`config.mk`:
```
export PLATFORM = sky130hd
export DESIGN_NAME = amr_mute_ramp
export DESIGN_NICKNAME = d
export VERILOG_FILES = /design/src/logic/amr_pkg.sv /design/src/logic/amr_fifo.sv /design/src/logic/amr_gain_ramp.sv /design/src/logic/amr_mute_ramp.sv
export VERILOG_INCLUDE_DIRS = /design/src /design/src/logic
export SDC_FILE = /design/constraint.sdc
export NUM_CORES = 2
export LEC_CHECK = 0
export BUFFER_PORTS_ARGS = -buffer_cell sky130_fd_sc_hd__buf_2
export CORE_AREA = 2 2 224 392
export CTS_CLUSTER_SIZE = 25
export DETAILED_ROUTE_END_ITERATION = 8
export DIE_AREA = 0 0 226 394
export PLACE_DENSITY = 0.73
export SLEW_MARGIN = 25
export SYNTH_ARGS = -nofsm -noshare
export SYNTH_HDL_FRONTEND = slang
export SYNTH_SLANG_ARGS = --single-unit
export TNS_END_PERCENT = 50
```
`constraint.sdc`:
```
create_clock -name core_clk -period 11.1 [get_ports core_clk]
set_input_delay 1.665 -clock core_clk [delete_from_list [all_inputs] [get_ports core_clk]]
set_output_delay 1.665 -clock core_clk [all_outputs]
set_load 0.01 [all_outputs]
```
`src/logic/amr_map.svh`:
```
/*
 * Register indices, field positions, reset values and sizes of the
 * converter mute and ramp control block.
 * Assumes an AXI4-Lite word bus where a byte address is four times an index.
 */
`ifndef AMR_MAP_SVH
`define AMR_MAP_SVH

// ==========================================================
// Register map
`define AMR_ADDR_W 18
`define AMR_MUTE_CTRL_INDEX 16'hF581
`define AMR_STATUS_INDEX 16'hF582
`define AMR_MUTE_CTRL_RESET 16'h0000
`define AMR_RESP_OKAY 2'h0
`define AMR_RESP_SLVERR 2'h2

// ==========================================================
// Fields of the mute control register
`define AMR_MANUAL_LSB 0
`define AMR_BLOCK0_RAMP_BIT 8
`define AMR_BLOCK1_RAMP_BIT 9
`define AMR_LOCK_MUTE_BIT 10
`define AMR_PAIRS_PER_BLOCK 4

// ==========================================================
// Fields of the status register
`define AMR_STAT_UNLOCKED_LSB 0
`define AMR_STAT_RAMPING_LSB 8
`define AMR_STAT_MUTED_LSB 16

// ==========================================================
// Datapath and ramp sizes
`define AMR_PAIRS 8
`define AMR_PAIR_W 3
`define AMR_SAMPLE_W 24
`define AMR_GAIN_W 12
`define AMR_RAMP_SAMPLES 12'h800
`define AMR_RAMP_SHIFT 11
`define AMR_FIFO_DEPTH 8

`endif

```
`src/logic/amr_pkg.sv`:
```
/*
 * Types shared by the converter mute and ramp control block.
 * Assumes amr_map.svh is on the include path.
 */
`include "amr_map.svh"

package amr_pkg;

    // ==========================================================
    // Stereo sample carried through the gain path
    typedef struct packed {
        logic [`AMR_PAIR_W-1:0] pair;
        logic signed [`AMR_SAMPLE_W-1:0] left;
        logic signed [`AMR_SAMPLE_W-1:0] right;
    } amr_sample_t;

    // ==========================================================
    // Layout of the mute control register, most significant first
    typedef struct packed {
        logic [4:0] reserved;
        logic muteOnLockLoss;
        logic block1RampDisable;
        logic block0RampDisable;
        logic [7:0] pairManualMute;
    } amr_ctrl_t;

    typedef logic [`AMR_GAIN_W-1:0] amr_gain_t;

endpackage

```
`src/logic/amr_fifo.sv`:
```
/*
 * Small synchronous FIFO with valid and ready on both sides.
 * Assumes one clock and a synchronous active-low reset.
 */
`timescale 1ns/1ps

module amr_fifo #(
    parameter int WIDTH = 8,
    parameter int DEPTH = 8
) (
    input wire logic core_clk,
    input wire logic rst_n,
    input wire logic [WIDTH-1:0] inData,
    input wire logic inValid,
    output logic inReady,
    output logic [WIDTH-1:0] outData,
    output logic outValid,
    input wire logic outReady
);

    localparam int PW = $clog2(DEPTH);
    localparam int CW = $clog2(DEPTH + 1);

    logic [WIDTH-1:0] mem [DEPTH];
    logic [PW-1:0] wrPtr_reg;
    logic [PW-1:0] rdPtr_reg;
    logic [CW-1:0] count_reg;
    logic [CW-1:0] count_next;
    logic push;
    logic pop;

    function automatic logic [PW-1:0] nextPtr(input logic [PW-1:0] p);
        if (p == PW'(DEPTH - 1))
            return '0;
        return PW'(p + 1'b1);
    endfunction

    // ==========================================================
    // Handshakes
    assign push = inValid & inReady;
    assign pop = outValid & outReady;
    assign outValid = (count_reg != '0);
    assign outData = mem[rdPtr_reg];

    always_comb
    begin
        count_next = count_reg;
        if (push & ~pop)
            count_next = CW'(count_reg + 1'b1);
        else if (pop & ~push)
            count_next = CW'(count_reg - 1'b1);
    end

    // ==========================================================
    // Storage and pointers
    always_ff @(posedge core_clk)
    begin
        if (push)
            mem[wrPtr_reg] <= inData;
    end

    always_ff @(posedge core_clk)
    begin
        if (!rst_n)
        begin
            wrPtr_reg <= '0;
            rdPtr_reg <= '0;
            count_reg <= '0;
            inReady <= 1'b0;
        end
        else
        begin
            if (push)
                wrPtr_reg <= nextPtr(wrPtr_reg);
            if (pop)
                rdPtr_reg <= nextPtr(rdPtr_reg);
            count_reg <= count_next;
            // Registered ready keeps the input free of a path from the sink.
            inReady <= (count_next != CW'(DEPTH));
        end
    end

endmodule

```
`src/logic/amr_gain_ramp.sv`:
```
/*
 * Per-pair linear gain ramp between zero and full scale.
 * Assumes one strobe per input sample of the pair, on the same clock.
 */
`timescale 1ns/1ps

module amr_gain_ramp
    import amr_pkg::*;
(
    input wire logic core_clk,
    input wire logic rst_n,
    input wire logic sampleStrobe,
    input wire logic muteTarget,
    input wire logic bypass,
    output amr_gain_t gain_reg
);

    // ==========================================================
    // Gain counter
    always_ff @(posedge core_clk)
    begin
        if (!rst_n)
            gain_reg <= `AMR_RAMP_SAMPLES;
        else if (bypass)
            gain_reg <= `AMR_RAMP_SAMPLES;
        else if (sampleStrobe)
        begin
            if (muteTarget && gain_reg != '0)
                gain_reg <= amr_gain_t'(gain_reg - 1'b1);
            else if (!muteTarget && gain_reg != `AMR_RAMP_SAMPLES)
                gain_reg <= amr_gain_t'(gain_reg + 1'b1);
        end
    end

endmodule

```
`src/logic/amr_mute_ramp.sv`:
```
/*
 * Mute and ramp control for eight stereo converter pairs in two blocks,
 * with an AXI4-Lite register slave and a buffered gain datapath.
 * Assumes lock conditions and samples come from logic on core_clk.
 */
// The AXI4-Lite register port was left to the implementer.
`timescale 1ns/1ps

// Behaviour
// - Bit n of the low control byte mutes pair n when set.
// - Bits 8 and 9 disable ramped muting for pairs 0 to 3 and 4 to 7.
// - Gain moves linearly during both ramp-down and ramp-up.
// - A full ramp between zero and full scale takes exactly 2048 input samples of its pair.
// - With lock-loss muting on, a pair that loses lock mutes if its block is enabled.
// - A lock-loss mute always ramps and never steps the gain.
// - A pair that regains lock ramps back up unless manually muted or disabled.
// - A manual mute keeps a pair muted regardless of lock state.
// - Block 1 disabled ignores mutes of pairs 7 to 4 and keeps them active.
// - Block 0 disabled ignores mutes of pairs 3 to 0 and keeps them active.
// - With lock-loss muting off, losing lock causes no mute.
// - A pair is locked only with target rate set, input steady and ratio known.
module amr_mute_ramp
    import amr_pkg::*;
(
    input wire logic core_clk,
    input wire logic rst_n,
    input wire logic [`AMR_ADDR_W-1:0] s_axi_awaddr,
    input wire logic s_axi_awvalid,
    output logic s_axi_awready,
    input wire logic [31:0] s_axi_wdata,
    input wire logic [3:0] s_axi_wstrb,
    input wire logic s_axi_wvalid,
    output logic s_axi_wready,
    output logic [1:0] s_axi_bresp,
    output logic s_axi_bvalid,
    input wire logic s_axi_bready,
    input wire logic [`AMR_ADDR_W-1:0] s_axi_araddr,
    input wire logic s_axi_arvalid,
    output logic s_axi_arready,
    output logic [31:0] s_axi_rdata,
    output logic [1:0] s_axi_rresp,
    output logic s_axi_rvalid,
    input wire logic s_axi_rready,
    input wire logic [`AMR_PAIRS-1:0] targetRateSet,
    input wire logic [`AMR_PAIRS-1:0] inputRateSteady,
    input wire logic [`AMR_PAIRS-1:0] ratioCalculated,
    input wire amr_sample_t inSample,
    input wire logic inValid,
    output logic inReady,
    output amr_sample_t outSample_reg,
    output logic outValid_reg,
    input wire logic outReady
);

    // ==========================================================
    // Declarations
    amr_ctrl_t ctrl_reg;
    logic awHeld_reg;
    logic wHeld_reg;
    logic [`AMR_ADDR_W-1:0] awAddr_reg;
    logic [31:0] wData_reg;
    logic [3:0] wStrb_reg;
    logic doWrite;
    logic [`AMR_PAIRS-1:0] locked;
    logic [`AMR_PAIRS-1:0] muteTarget;
    logic [`AMR_PAIRS-1:0] bypass;
    logic [`AMR_PAIRS-1:0] sampleStrobe;
    logic [`AMR_PAIRS-1:0] ramping;
    logic [`AMR_PAIRS-1:0] silent;
    amr_gain_t gain [`AMR_PAIRS];
    amr_sample_t fifoData;
    logic fifoValid;
    logic fifoPop;
    logic [31:0] statusWord;

    // ==========================================================
    // Helpers
    function automatic logic regHit(
        input logic [`AMR_ADDR_W-1:0] addr,
        input logic [15:0] index
    );
        return addr == {index, 2'b00};
    endfunction

    // The gain gets a zero sign bit so the signed product treats it as positive.
    function automatic logic signed [`AMR_SAMPLE_W-1:0] applyGain(
        input logic signed [`AMR_SAMPLE_W-1:0] s,
        input amr_gain_t g
    );
        logic signed [`AMR_SAMPLE_W+`AMR_GAIN_W:0] prod;
        prod = s * $signed({1'b0, g});
        return prod[`AMR_SAMPLE_W+`AMR_RAMP_SHIFT-1:`AMR_RAMP_SHIFT];
    endfunction

    // ==========================================================
    // Write address and data capture, either order
    // Taking no new write while a response waits keeps one write in flight.
    assign doWrite = awHeld_reg & wHeld_reg & ~s_axi_bvalid;

    always_ff @(posedge core_clk)
    begin
        if (!rst_n)
        begin
            awHeld_reg <= 1'b0;
            awAddr_reg <= '0;
            s_axi_awready <= 1'b1;
        end
        else if (s_axi_awvalid && s_axi_awready)
        begin
            awHeld_reg <= 1'b1;
            awAddr_reg <= s_axi_awaddr;
            s_axi_awready <= 1'b0;
        end
        else if (doWrite)
            awHeld_reg <= 1'b0;
        else if (s_axi_bvalid && s_axi_bready)
            s_axi_awready <= 1'b1;
    end

    always_ff @(posedge core_clk)
    begin
        if (!rst_n)
        begin
            wHeld_reg <= 1'b0;
            wData_reg <= '0;
            wStrb_reg <= '0;
            s_axi_wready <= 1'b1;
        end
        else if (s_axi_wvalid && s_axi_wready)
        begin
            wHeld_reg <= 1'b1;
            wData_reg <= s_axi_wdata;
            wStrb_reg <= s_axi_wstrb;
            s_axi_wready <= 1'b0;
        end
        else if (doWrite)
            wHeld_reg <= 1'b0;
        else if (s_axi_bvalid && s_axi_bready)
            s_axi_wready <= 1'b1;
    end

    // ==========================================================
    // Write response
    // Unmapped writes get an error but still complete the handshake.
    always_ff @(posedge core_clk)
    begin
        if (!rst_n)
        begin
            s_axi_bvalid <= 1'b0;
            s_axi_bresp <= `AMR_RESP_OKAY;
        end
        else if (doWrite)
        begin
            s_axi_bvalid <= 1'b1;
            // The status word is read-only; writes to it are accepted and dropped.
            if (regHit(awAddr_reg, `AMR_MUTE_CTRL_INDEX) ||
                regHit(awAddr_reg, `AMR_STATUS_INDEX))
                s_axi_bresp <= `AMR_RESP_OKAY;
            else
                s_axi_bresp <= `AMR_RESP_SLVERR;
        end
        else if (s_axi_bready)
            s_axi_bvalid <= 1'b0;
    end

    // ==========================================================
    // Mute control register
    // Reserved bits are stored as written so software reads back what it wrote.
    always_ff @(posedge core_clk)
    begin
        if (!rst_n)
            ctrl_reg <= `AMR_MUTE_CTRL_RESET;
        else if (doWrite && regHit(awAddr_reg, `AMR_MUTE_CTRL_INDEX))
        begin
            if (wStrb_reg[0])
                ctrl_reg[7:0] <= wData_reg[7:0];
            if (wStrb_reg[1])
                ctrl_reg[15:8] <= wData_reg[15:8];
        end
    end

    // ==========================================================
    // Read channel, answered one cycle after the address is taken
    // Status is sampled at the address edge; a later change shows on the next read.
    always_ff @(posedge core_clk)
    begin
        if (!rst_n)
        begin
            s_axi_arready <= 1'b1;
            s_axi_rvalid <= 1'b0;
            s_axi_rdata <= '0;
            s_axi_rresp <= `AMR_RESP_OKAY;
        end
        else if (s_axi_arvalid && s_axi_arready)
        begin
            s_axi_arready <= 1'b0;
            s_axi_rvalid <= 1'b1;
            s_axi_rresp <= `AMR_RESP_OKAY;
            if (regHit(s_axi_araddr, `AMR_MUTE_CTRL_INDEX))
                s_axi_rdata <= {16'h0000, ctrl_reg};
            else if (regHit(s_axi_araddr, `AMR_STATUS_INDEX))
                s_axi_rdata <= statusWord;
            else
            begin
                s_axi_rdata <= '0;
                s_axi_rresp <= `AMR_RESP_SLVERR;
            end
        end
        else if (s_axi_rvalid && s_axi_rready)
        begin
            s_axi_rvalid <= 1'b0;
            s_axi_arready <= 1'b1;
        end
    end

    // ==========================================================
    // Mute targets per pair
    // Lock inputs come from logic on this clock, so they need no synchroniser.
    // three lock conditions
    assign locked = targetRateSet & inputRateSteady & ratioCalculated;

    always_comb
    begin
        for (int p = 0; p < `AMR_PAIRS; p++)
        begin
            bypass[p] = (p < `AMR_PAIRS_PER_BLOCK) ? ctrl_reg.block0RampDisable
                                                   : ctrl_reg.block1RampDisable;
            muteTarget[p] = ctrl_reg.pairManualMute[p] |
                            (ctrl_reg.muteOnLockLoss & ~locked[p]);
            // one strobe per accepted input sample
            sampleStrobe[p] = inValid & inReady & (inSample.pair == `AMR_PAIR_W'(p));
            // Ramping and silence feed the status word only.
            ramping[p] = ~bypass[p] & (muteTarget[p] ? (gain[p] != '0)
                                      : (gain[p] != `AMR_RAMP_SAMPLES));
            silent[p] = (gain[p] == '0);
        end
    end

    assign statusWord = {8'h00, silent, ramping, ~locked};

    // ==========================================================
    // Ramp units
    // Each pair owns its counter, so ramps of different pairs never interact.
    for (genvar p = 0; p < `AMR_PAIRS; p++)
    begin : g_ramp
        amr_gain_ramp u_ramp (
            .core_clk(core_clk),
            .rst_n(rst_n),
            .sampleStrobe(sampleStrobe[p]),
            .muteTarget(muteTarget[p]),
            .bypass(bypass[p]),
            .gain_reg(gain[p])
        );
    end

    // ==========================================================
    // Sample buffer
    // The ramp counts samples as they enter, so gain leads the audio by
    // at most the buffer depth; at 2048 steps per ramp that is inaudible.
    amr_fifo #(
        .WIDTH($bits(amr_sample_t)),
        .DEPTH(`AMR_FIFO_DEPTH)
    ) u_fifo (
        .core_clk(core_clk),
        .rst_n(rst_n),
        .inData(inSample),
        .inValid(inValid),
        .inReady(inReady),
        .outData(fifoData),
        .outValid(fifoValid),
        .outReady(fifoPop)
    );

    assign fifoPop = fifoValid & (~outValid_reg | outReady);

    // ==========================================================
    // Gain stage and output register
    // The register refills in the cycle it is taken, so the stream keeps full rate.
    always_ff @(posedge core_clk)
    begin
        if (!rst_n)
        begin
            outValid_reg <= 1'b0;
            outSample_reg <= '0;
        end
        else if (fifoPop)
        begin
            outValid_reg <= 1'b1;
            outSample_reg.pair <= fifoData.pair;
            outSample_reg.left <= applyGain(fifoData.left, gain[fifoData.pair]);
            outSample_reg.right <= applyGain(fifoData.right, gain[fifoData.pair]);
        end
        else if (outReady)
            outValid_reg <= 1'b0;
    end

endmodule

```
==> reports/metrics.cfg <==
[synthesis]
synth_area_leader_cell = edfxtp_1
yosysUniqueCellTypes = 75
synth_edf_count = 408
ys_seq_area_share_pct = 36.03
synth-warning-count = 0
synthMuxAreaShare_pct = 9.712
synth-simple-area-share_pct = 11.34
synth_compound_area_share_pct = 5.780
postSynthCellCount = 4482
synth.area.top_cells = edfxtp_1 (26%), fa_1 (21%), dfxtp_1 (10%), ha_1 (6.2%), inv_1 (5.6%)
synth_top_area_share_pct = 25.67
async_flop_share_pct = 0
synth-adder-area-share_pct = 27.38
synth_seq_cells = 655
synth_area_um2 = 47730
synth_top_family_by_area = adder cells
syn_area_per_cell_um2 = 10.65
synth_xor_area_share_pct = 2.532
synth_flop_cell = edfxtp_1

[run_status]
status = finished, final reports clean

[worst_setup_path]
crit_path_start_kind = flop
r2r_slack_ps = 1420
slowest_stage = mux2i_4
crit_path_end_kind = flop
worstSetupPathType = flop to flop
crit_fanout = 38
cp.required_ps = 11640
critPathArrivalTime_ps = 10220
max_stage_delay_ps = 750

[route]
dr_wl_met3_mm = 7.336
top_layer = met5
vias_per_cell = 5.732
drt_iter0_markers = 1984
ant_nets = 0
wl_met2_mm = 68.28
finalWirelength_mm = 129.5
met1_length_mm = 40.16
drc = 0
wire_per_inst_um = 22.08
vias = 33640
first_pass_iters = 5

[cts]
clk_latency_ps = 670
ctsResizeCount = 0
htree_levels = 2
post_cts_buffers = 0
clockBufferDepth = 3
cts_tree = built
numCtsBuffers = 58
ctsHoldBuffers = 0
cts-root-buf = clkbuf_16
cts.sinks = 655
clkTransAtPathRegs_ps = 70

[grt]
overflow = 0
grt_max_degree = 93
grt_pass1_vias = 35410
antenna_found_initial = 14
track_usage_pct = 29.72
grt_first_pass_wirelength_mm = 197.6

[layout]
area_growth_syn_to_layout_pct = 9.851
layout-drive-gt1-share_pct = 12.35
fillCellCount = 6990
largest_register_ffs = 408
nNetsFinal = 5555

[placement]
dp_slack_ps = 1529
gp_congestion = 0.9407
dp_hpwl_mm = 98.06
numPortBuffers = 221

[sta]
drv_slew = 0
tightest_slew_ps = 1175
fin_crit_ps = 9680
timing.final.ws_setup_ps = 1420
grt_setup_unrepaired = false
setup_violations = 0
post-route-period-util_pct = 87.21
skew_ps = 29.48
slew-limit-headroom_pct = 19.40
fmax_ghz = 0.1033
hold_violations = 0
tns_ps = 0

[hold_path]
holdCritPathClass = flop to flop

[floorplanning]
dieArea_um2 = 89040
die_h_um = 394
ios = 250
coreArea_um2 = 86060
row_count = 143
fp.dieW_um = 226
initial_core_util_pct = 55.46

[flow_run]
timing.max_cap.violations = 0

## area by class of cell
class | instances | area [um2] | area share (%)
antenna | 3 | 7.507 | 0.01432
timing repair buffer | 290 | 1637 | 3.121
multi-input combinational | 2937 | 27330 | 52.13
clock buffer | 67 | 1519 | 2.897
clock inverter | 40 | 586.8 | 1.119
tap | 1160 | 1451 | 2.768
sequential | 655 | 17210 | 32.82
inverter | 716 | 2690 | 5.131
## path summary, 6_finish.rpt
| path | to | depth (start not counted) | from |
|---|---|---|---|
| worst max-delay path | outSample_reg[14] | 29 | flop |
| worst min-delay path | outSample_reg[7] | 2 | outSample_reg[7] |
| worst max register to register | outSample_reg[14] | 29 | flop |
| worst min register to register | outSample_reg[7] | 2 | outSample_reg[7] |
## cells by family after synthesis
| kind of cell | Yosys count |
|---|---|
| compound gates | 447 |
| xor+xnor | 138 |
| fa+ha+maj | 741 |
| buf+inv | 899 |
| flops | 655 |
| mux | 331 |
| other cells | 1 |
| simple gates | 1270 |
## per-layer routing
layer,vias up,global-route usage (%)
met2,1286,53.45
met5,-,0
met3,546,4.569
li1,15020,-
met1,16770,29.13
met4,12,26.24
## per-stage QoR
| stage | cell area (um2) | instances | hold WS (ps) | util [%] |
|---|---|---|---|---|
| after global placement | 50300 | 5758 | 432.8 | 58.45 |
| after global routing | 52430 | 5866 | 473.6 | 60.92 |
| after detailed placement | 50310 | 5758 | 437.8 | 58.46 |
| after floorplan | 47760 | 4491 | 431.1 | - |
| after CTS | 52420 | 5865 | 450.6 | 60.91 |
| final | 52430 | 5868 | 448.8 | 60.92 |
## layout by cell type (no fill, tap or decap), types with 11 or more instances in the layout
master     count
a21o_1        39
nor2b_1       36
buf_2        221
xnor2_1      119
edfxtp_1     408
fa_1         506
nand4_1       14
nand2b_1      34
nand2_1      480
clkbuf_16     58
a21boi_0      16
a21oi_1      177
nor3_1        36
nor4_1        25
a211oi_1      30
bufinv_16     11
inv_1        715
o21a_1        14
o21ai_0       86
nand3_1       54
mux2_2        48
mux4_2       100
mux2i_1      168
ha_1         235
nor2_1       517
dfxtp_1      244
buf_4         68
xor2_1        19
and3_1        17
a31oi_1       17
## cell usage after synthesis (4+ instances only)
master,number
inv_1,716
xor2_1,19
nor4_1,26
a21o_1,39
edfxtp_1,408
nor2b_1,36
buf_2,6
nand2_1,482
a31oi_1,17
nand2b_1,34
and2_1,8
nor2_1,521
ha_1,235
a21boi_0,16
mux4_2,100
o21bai_1,7
and3_1,17
o41ai_1,6
a211oi_1,30
o21a_1,14
nand3b_1,6
buf_4,11
clkbuf_1,119
o21ai_0,86
mux2_2,48
a211o_1,4
o41a_1,4
and4b_1,4
buf_1,44
fa_1,506
nand3_1,54
nand4_1,14
nor3_1,40
a21oi_1,179
xnor2_1,119
dfxtp_1,247
o211ai_1,6
mux2i_1,180
a221oi_1,8
or3_1,8
## critical path, delay by kind of cell, from the launching register on
kind	cells	cell delay (ps)
and+or+nand+nor	1	160
DFF	1	710
muxes	4	2340
AOI/OAI and AO/OA	13	2900
buffers and inverters	5	540
adders and majority gates	6	2880
Power is not shown: default switching activity piles up to over one toggle a cycle in this logic, so the estimate is an artifact.
